[src/include/channel_lane_config_consts.svh]
// Constant definitions for the channel lane configuration register bank.
`ifndef CHANNEL_LANE_CONFIG_CONSTS_SVH
`define CHANNEL_LANE_CONFIG_CONSTS_SVH

// Bus addresses of the two targets, write form with the direction bit at 0.
`define DEV0_ADDR       8'h40
`define DEV1_ADDR       8'h42
// Power-up value of every control register.
`define REG_RESET_VAL   16'hffff
// Index of the last bit in a byte.
`define LAST_BIT        3'h7
// Field positions in the lane direction and clock select register.
`define R0_IN_EN        7:4
`define R0_OUT_EN       3:0
`define R0_VIDEO_SEL    15:12
`define R0_EXT_SEL      11:8
// Field positions in the termination and auxiliary enable register.
`define R1_TERM_BA      7:6
`define R1_TERM_DC      15:14
`define R1_AUX_OUT      5:0
`define R1_AUX_IN       13:8
// Byte lane geometry of the channel data path.
`define LANE_BITS       8

`endif

[src/include/channel_lane_config_pkg.sv]
// Types shared by the channel lane configuration register bank.
package channel_lane_config_pkg;

  // Bus-facing protocol states.
  typedef enum logic [2:0] {
    ST_IDLE    = 3'b000,
    ST_ADDR    = 3'b001,
    ST_ADDR_AK = 3'b010,
    ST_WR      = 3'b011,
    ST_WR_AK   = 3'b100,
    ST_RD      = 3'b101,
    ST_RD_AK   = 3'b110,
    ST_RD_NEXT = 3'b111
  } bus_state_t;

  // Decoded control bits; all active low, index 3..0 is lane D..A.
  typedef struct packed {
    logic [3:0] input_en_n;
    logic [3:0] output_en_n;
    logic [3:0] clk_sel_video_n;
    logic [3:0] clk_sel_ext_n;
    logic [3:0] termination_en_n;
    logic [5:0] aux_output_en_n;
    logic [5:0] aux_input_en_n;
  } chan_ctrl_t;

endpackage : channel_lane_config_pkg
[src/hw/channel_lane_config_regs.sv]
// Two serial-bus configuration targets that steer a 32-bit byte-lane channel.
`timescale 1ns/1ps
`include "channel_lane_config_consts.svh"

module channel_lane_config_regs #(
  parameter int LANES = 4
) (
  // Clock and reset.
  input  wire logic                                 core_clk,
  input  wire logic                                 rst_b,
  // Serial configuration bus, open drain data line.
  input  wire logic                                 scl,
  input  wire logic                                 sda_in,
  output logic                                      sda_out,
  output logic                                      sda_oe,
  // Decoded control bits.
  output channel_lane_config_pkg::chan_ctrl_t       ctrl,
  // Channel byte lanes.
  input  wire logic [LANES*`LANE_BITS-1:0]          chan_in,
  output logic      [LANES*`LANE_BITS-1:0]          chan_out,
  output logic      [LANES-1:0]                     chan_oe,
  // Logic-side data words.
  input  wire logic [LANES*`LANE_BITS-1:0]          logic_out_data,
  output logic      [LANES*`LANE_BITS-1:0]          logic_in_data
);

  // Protocol state and its next value.
  channel_lane_config_pkg::bus_state_t state_q, state_d;
  logic        scl_q;      // Previous clock line sample.
  logic        sda_q;      // Previous data line sample.
  logic [2:0]  bit_q;      // Bit position within the byte.
  logic [2:0]  bit_d;
  logic [7:0]  shift_q;    // Byte being shifted in or out.
  logic [7:0]  shift_d;
  logic [7:0]  hold_q;     // First written byte awaiting the second.
  logic [7:0]  hold_d;
  logic        dev_q;      // Selected target: 0 for 0x40, 1 for 0x42.
  logic        dev_d;
  logic        byte_q;     // Byte index within the transaction.
  logic        byte_d;
  logic        ackd_q;     // Acknowledge low is being driven.
  logic        ackd_d;
  logic        oe_q;       // Data line pull-down.
  logic        oe_d;
  logic [15:0] reg0_q;     // Lane direction and clock select.
  logic [15:0] reg0_d;
  logic [15:0] reg1_q;     // Termination and auxiliary enables.
  logic [15:0] reg1_d;
  logic        commit;     // Second write byte completed.

  // Bus line events, taken from one-cycle-old samples.
  logic scl_rise;
  logic scl_fall;
  logic start_ev;
  logic stop_ev;
  logic [7:0] addr_byte;
  logic [7:0] rd_byte;
  logic [7:0] in_byte;

  assign scl_rise = scl & ~scl_q;
  assign scl_fall = ~scl & scl_q;
  assign start_ev = scl & scl_q & sda_q & ~sda_in;
  assign stop_ev  = scl & scl_q & ~sda_q & sda_in;
  assign in_byte  = {shift_q[6:0], sda_in};
  assign addr_byte = {in_byte[7:1], 1'b0};
  // Read data: first byte is the low half, second the high half.
  assign rd_byte = byte_q ? (dev_q ? reg1_q[15:8] : reg0_q[15:8])
                          : (dev_q ? reg1_q[7:0]  : reg0_q[7:0]);

  // Next-state logic of the bus engine and the register file.
  always_comb
  begin
    state_d = state_q;
    bit_d   = bit_q;
    shift_d = shift_q;
    hold_d  = hold_q;
    dev_d   = dev_q;
    byte_d  = byte_q;
    ackd_d  = ackd_q;
    oe_d    = oe_q;
    reg0_d  = reg0_q;
    reg1_d  = reg1_q;
    commit  = 1'b0;
    if (start_ev)
    begin
      // A start, repeated or not, always begins a new address byte.
      state_d = channel_lane_config_pkg::ST_ADDR;
      bit_d   = 3'h0;
      oe_d    = 1'b0;
      ackd_d  = 1'b0;
    end
    else if (stop_ev)
    begin
      // A stop abandons any half-written pair.
      state_d = channel_lane_config_pkg::ST_IDLE;
      oe_d    = 1'b0;
    end
    else
    begin
      unique case (state_q)
        channel_lane_config_pkg::ST_IDLE:
        begin
          oe_d = 1'b0;
        end
        channel_lane_config_pkg::ST_ADDR:
        begin
          if (scl_rise)
          begin
            shift_d = in_byte;
            bit_d   = bit_q + 3'h1;
            if (bit_q == `LAST_BIT)
            begin
              // Only the two target addresses are answered.
              if (addr_byte == `DEV0_ADDR || addr_byte == `DEV1_ADDR)
              begin
                dev_d   = (addr_byte == `DEV1_ADDR);
                byte_d  = 1'b0;
                state_d = channel_lane_config_pkg::ST_ADDR_AK;
              end
              else
              begin
                state_d = channel_lane_config_pkg::ST_IDLE;
              end
            end
          end
        end
        channel_lane_config_pkg::ST_ADDR_AK,
        channel_lane_config_pkg::ST_WR_AK:
        begin
          // Pull low for one whole clock-high period, then let go.
          if (scl_fall && !ackd_q)
          begin
            ackd_d = 1'b1;
            oe_d   = 1'b1;
          end
          else if (scl_fall)
          begin
            ackd_d = 1'b0;
            oe_d   = 1'b0;
            bit_d  = 3'h0;
            if (state_q == channel_lane_config_pkg::ST_ADDR_AK && shift_q[0])
            begin
              // Read: the first data bit goes out on this same edge.
              state_d = channel_lane_config_pkg::ST_RD;
              oe_d    = ~rd_byte[7];
              shift_d = {rd_byte[6:0], 1'b0};
              byte_d  = ~byte_q;
            end
            else
            begin
              state_d = channel_lane_config_pkg::ST_WR;
            end
          end
        end
        channel_lane_config_pkg::ST_WR:
        begin
          if (scl_rise)
          begin
            shift_d = in_byte;
            bit_d   = bit_q + 3'h1;
            if (bit_q == `LAST_BIT)
            begin
              state_d = channel_lane_config_pkg::ST_WR_AK;
              byte_d  = ~byte_q;
              if (!byte_q)
              begin
                hold_d = in_byte;
              end
              else
              begin
                // Both bytes update together, never one alone.
                commit = 1'b1;
                if (dev_q)
                begin
                  reg1_d = {in_byte, hold_q};
                end
                else
                begin
                  reg0_d = {in_byte, hold_q};
                end
              end
            end
          end
        end
        channel_lane_config_pkg::ST_RD:
        begin
          if (scl_rise)
          begin
            bit_d = bit_q + 3'h1;
            if (bit_q == `LAST_BIT)
            begin
              state_d = channel_lane_config_pkg::ST_RD_AK;
            end
          end
          else if (scl_fall)
          begin
            oe_d    = ~shift_q[7];
            shift_d = {shift_q[6:0], 1'b0};
          end
        end
        channel_lane_config_pkg::ST_RD_AK:
        begin
          // Release the line so the master can answer.
          if (scl_fall)
          begin
            oe_d = 1'b0;
          end
          else if (scl_rise)
          begin
            state_d = sda_in ? channel_lane_config_pkg::ST_IDLE
                             : channel_lane_config_pkg::ST_RD_NEXT;
          end
        end
        channel_lane_config_pkg::ST_RD_NEXT:
        begin
          // Master acknowledged: present the next byte in order.
          if (scl_fall)
          begin
            state_d = channel_lane_config_pkg::ST_RD;
            bit_d   = 3'h0;
            oe_d    = ~rd_byte[7];
            shift_d = {rd_byte[6:0], 1'b0};
            byte_d  = ~byte_q;
          end
        end
      endcase
    end
  end

  // Registers of the bus engine; control bits come up at all ones.
  always_ff @(posedge core_clk)
  begin
    if (!rst_b)
    begin
      state_q <= channel_lane_config_pkg::ST_IDLE;
      scl_q   <= 1'b1;
      sda_q   <= 1'b1;
      bit_q   <= 3'h0;
      shift_q <= 8'h00;
      hold_q  <= 8'hff;
      dev_q   <= 1'b0;
      byte_q  <= 1'b0;
      ackd_q  <= 1'b0;
      oe_q    <= 1'b0;
      reg0_q  <= `REG_RESET_VAL;
      reg1_q  <= `REG_RESET_VAL;
    end
    else
    begin
      state_q <= state_d;
      scl_q   <= scl;
      sda_q   <= sda_in;
      bit_q   <= bit_d;
      shift_q <= shift_d;
      hold_q  <= hold_d;
      dev_q   <= dev_d;
      byte_q  <= byte_d;
      ackd_q  <= ackd_d;
      oe_q    <= oe_d;
      reg0_q  <= reg0_d;
      reg1_q  <= reg1_d;
    end
  end

  // The data line is only ever pulled low.
  assign sda_out = 1'b0;
  assign sda_oe  = oe_q;

  // Control field decode.
  always_comb
  begin
    ctrl.input_en_n       = reg0_q[`R0_IN_EN];
    ctrl.output_en_n      = reg0_q[`R0_OUT_EN];
    ctrl.clk_sel_video_n  = reg0_q[`R0_VIDEO_SEL];
    ctrl.clk_sel_ext_n    = reg0_q[`R0_EXT_SEL];
    ctrl.termination_en_n = {reg1_q[`R1_TERM_DC], reg1_q[`R1_TERM_BA]};
    ctrl.aux_output_en_n  = reg1_q[`R1_AUX_OUT];
    ctrl.aux_input_en_n   = reg1_q[`R1_AUX_IN];
  end

  // Per-lane data path, one word registered per clock in each direction.
  genvar g;
  generate
    for (g = 0; g < LANES; g++)
    begin : g_lane
      logic [`LANE_BITS-1:0] out_d;
      logic [`LANE_BITS-1:0] in_d;
      logic                  oe_lane_d;
      logic [`LANE_BITS-1:0] out_q;
      logic [`LANE_BITS-1:0] in_q;
      logic                  oe_lane_q;

      // Lane steering from the direction bits.
      always_comb
      begin
        oe_lane_d = ~reg0_q[g];
        out_d     = logic_out_data[g*`LANE_BITS +: `LANE_BITS];
        in_d      = reg0_q[g+LANES] ? '0
                    : chan_in[g*`LANE_BITS +: `LANE_BITS];
      end

      // Lane output registers.
      always_ff @(posedge core_clk)
      begin
        if (!rst_b)
        begin
          out_q     <= '0;
          in_q      <= '0;
          oe_lane_q <= 1'b0;
        end
        else
        begin
          out_q     <= out_d;
          in_q      <= in_d;
          oe_lane_q <= oe_lane_d;
        end
      end

      assign chan_out[g*`LANE_BITS +: `LANE_BITS]      = out_q;
      assign logic_in_data[g*`LANE_BITS +: `LANE_BITS] = in_q;
      assign chan_oe[g]                                = oe_lane_q;
    end
  endgenerate
endmodule : channel_lane_config_regs

[config.mk]
export PLATFORM = sky130hd
export DESIGN_NAME = channel_lane_config_regs
export DESIGN_NICKNAME = d
export VERILOG_FILES = /design/src/include/channel_lane_config_pkg.sv /design/src/hw/channel_lane_config_regs.sv
export VERILOG_INCLUDE_DIRS = /design/src /design/src/include
export SDC_FILE = /design/constraint.sdc
export NUM_CORES = 1
export LEC_CHECK = 0
export ABC_AREA = 1
export ABC_CLOCK_PERIOD_IN_PS = 1580
export BUFFER_PORTS_ARGS = -buffer_cell sky130_fd_sc_hd__buf_4
export CAP_MARGIN = 20
export CORE_UTILIZATION = 47
export CTS_BUF_LIST = sky130_fd_sc_hd__clkbuf_4
export CTS_CLUSTER_DIAMETER = 120
export CTS_CLUSTER_SIZE = 8
export DETAILED_ROUTE_END_ITERATION = 16
export GPL_TIMING_DRIVEN = 0
export PLACE_DENSITY = 0.79
export SYNTH_ARGS = -nofsm -noshare
export SYNTH_HDL_FRONTEND = slang
export SYNTH_SLANG_ARGS = --single-unit
export TNS_END_PERCENT = 10
[constraint.sdc]
create_clock -name core_clk -period 1.58 [get_ports core_clk]
set_input_delay 0.316 -clock core_clk [delete_from_list [all_inputs] [get_ports core_clk]]
set_output_delay 0.316 -clock core_clk [all_outputs]
set_load 0.01 [all_outputs]
==> flow_summary.yaml <==
layout:
  layout.nets: 975
  design_area_sq_um: 7660
  fillers: 702
  synthToLayoutAreaGrowth_pct: 56.6
  antennaDiodeCount: 0
  drive_gt1_frac: 0.328
  multi_input_area_sq_um: 2000
  register_area_sq_um: 2580
timing:
  max_freq_ghz: 0.600
  relSlewSlack: 0.553
  hold_viol: 0
  rsz0062_at_grt: "true"
  finalSetupViolations: 25
  setup_ws_ns: -0.0865
  final_max_slew_viol_count: 0
  fin_crit_sh: 1.05
  post-route-min-period_ns: 1.67
  fin_setup_tns_ns: -1.17
  fin_skew_ns: 0.0257
  tightest_slew_ns: 0.671
die:
  start_util: 0.494
  die_w_um: 104
  core_sq_um: 9910
  fp.dieArea_sq_um: 10800
  core.rowCount: 36
  ios: 170
  fp.dieH_um: 104
logic_synthesis:
  yosys_warnings: 0
  synthCells: 644
  yosysUniqueCellTypes: 28
  ys.flop_type: "dfxtp_1"
  yosysSeqAreaShare: 0.524
  yosys-top-cells-area: "dfxtp_1, nand2_1, inv_1, nor2_1, nand3_1"
  syn-num-nets: 714
  synth.avg_cell_area_sq_um: 7.60
  synth_edf_count: 0
  synth-seq-cells: 128
  yosysMostFrequentCell: "nand2_1"
  synth.cell_area_sq_um: 4890
  synthArstFlopShare: 0
  synth_top_area_cell: "dfxtp_1"
  synth.top_cell.area_share: 0.524
  synth_commonest_cells: "nand2_1, dfxtp_1, inv_1, nor2_1, nand3_1"
power:
  switchingPower_mw: 2.53
  seq_power_share: 0.461
  combPwrFrac: 0.266
  switching_share: 0.337
  cellInternalPower_mw: 4.99
  clkPwrFrac: 0.272
  leakage_nw: 4.07
  peakVddDrop_uv: 519
  p_per_area_nw_per_um2: 982
placed_design:
  place_congestion: 0.941
  dpl-instance-area_sq_um: 6310
  hpwlAfterDp_um: 10100
  port_buffers: 167
  pre_cts_ws_ns: -0.327
clock_tree:
  cts_buffer_depth: 2
  clockRootBuffer: "clkbuf_4"
  clk_latency_ns: 0.55
  cts_sinks: 128
  cts_tree: "built"
  cts.htree.levels: 4
  cts.reportedPaths.clkPinSlew_ns: 0.12
  cts_buffers: 17
detailed_routing:
  route.detailed.drc: 0
  vias_per_cell: 5.01
  drt-initial-drc-count: 434
  wirelength_um: 16200
  ant_nets: 0
  wl_per_cell_um: 15.4
  dr_total_vias: 5265
  drtPass1Iterations: 5
setup_path:
  path_depth: 9
  crit_family: "buffers and inverters"
  critPathSlowestCell: "dfxtp_4"
  path_class: "reg2reg"
  r2r-start: "bit_q[0]$_SDFFE_PP0P_"
  crit_chain: "ha_4 > ha_4 > inv_4 > nor3_4 > buf_6 > nand2_8 > buf_6 > nand2_1 > o211ai_1"
  worst_r2r_path_depth: 9
  cp_max_fo: 8
  cp.arrival_ns: 2.07
  cp-start-kind: "flip-flop"
  cp_data_required_time_ns: 1.98
  critPathCaptureType: "flip-flop"
  crit_start: "bit_q[0]$_SDFFE_PP0P_"
  critPathMaxStageDelay_ns: 0.38
  crit_buf_inv: 3
worst_hold_path:
  hold_start: "chan_in[21]"
  hold_path.class: "in2reg"
  holdPathStages: 3
global_route:
  grt_util_all_layers: 0.285
  grt_overflow: 0
  grt_start_max_net_pins: 17
  grt_pass1_vias: 4986
  grt_pass1_wl_um: 24200
  antenna_found_initial: 0
job:
  maxCapViolCount: 0
outcome:
  violations: "negative setup slack"
  status: "finished, violations left"
placed cells by master (no fill, tap or decap), types with 4 or more instances in the layout:
cell type and instances:
nand4_1 4, nor2_4 5, a21oi_1 19, nand2_2 22
nand3_4 4, inv_4 4, buf_6 11, clkinv_4 4
dlygate4sd3_1 60, nand3_1 34, nand2_1 136, o211ai_1 31
inv_1 101, dfxtp_2 4, buf_4 181, nor2_2 5
dfxtp_1 121, clkbuf_4 18, clkinv_2 4, nor2_1 79
clkbuf_1 9, o21ai_0 8, nand3_2 10
state kept, by name, indices dropped and copies added (netlist names), 3 cells and up:
| register | count |
|---|---|
| g_lane.in_q | 32 |
| g_lane.out_q | 32 |
| reg0_q | 16 |
| reg1_q | 16 |
| hold_q | 8 |
| shift_q | 8 |
| g_lane.oe_lane_q | 4 |
| bit_q | 3 |
| state_q | 3 |
worst min-delay path, cell delays in order:
cell	delay, ns
buf_4	0.11
inv_1	0.05
nor2_1	0.04
layer usage:
metal | track usage | vias up | routed length (um) | part of all wire
met5 | 0 | - | 0 | 0
met4 | 0.110 | 0 | 420 | 0.026
met3 | 0.0633 | 41 | 1390 | 0.086
met2 | 0.507 | 300 | 8250 | 0.51
met1 | 0.333 | 2406 | 6130 | 0.38
li1 | - | 2518 | - | -
power groups by stage:
stage / Clock [mW] / Combinational (mW) / Sequential (mW)
5_1_grt: 2.23 / 2.15 / 3.49
3_5_place_dp: 0 / 1.42 / 3.51
4_1_cts: 2.05 / 1.61 / 3.45
3_3_place_gp: 0 / 1.41 / 3.51
2_1_floorplan: 0 / 0.904 / 3.52
6_report: 2.05 / 2.00 / 3.47
worst paths after layout:
path / endpoint / slack, ns
min reg2reg: g_lane[2].oe_lane_q$_SDFF_PN0_ / 0.49
max reg2reg: reg0_q[13]$_SDFFE_PN1P_ / -0.09
max: reg0_q[13]$_SDFFE_PN1P_ / -0.09
min: g_lane[2].in_q[5]$_SDFF_PP0_ / 0.02
logic make-up after synthesis:
family | synth area share
AOI/OAI and AO/OA | 0.0887
and+or+nand+nor | 0.261
buffers and inverters | 0.121
other | 0.000767
DFF | 0.524
adders and majority gates | 0.00511
layout make-up:
cell class,instances,area share
flip-flops and latches,128,0.336
repair buffers,241,0.263
multi-input cells,380,0.262
inverters,109,0.0562
plain buffers,28,0.0282
well taps,133,0.0217
clock buffers,18,0.0176
clock inverters,14,0.0153
stage by stage:
step	hold WS, ns	utilization	instances	total power, mW
after floorplan	0.414	-	644	4.43
after global placement	0.450	0.637	944	4.92
after detailed placement	0.459	0.637	944	4.93
after CTS	0.00400	0.728	1036	7.11
after global routing	-0.0132	0.773	1051	7.87
final	0.0163	0.773	1051	7.52
repair_timing:
action	CTS	global route
buffers inserted	3	8
resized for setup	23	79
hold buffers	56	4
pin swaps	4	13
gates cloned	1	4
endpoints found under the setup margin	56	56
hold endpoints to repair	56	4
(Power assumes the default switching activity.)
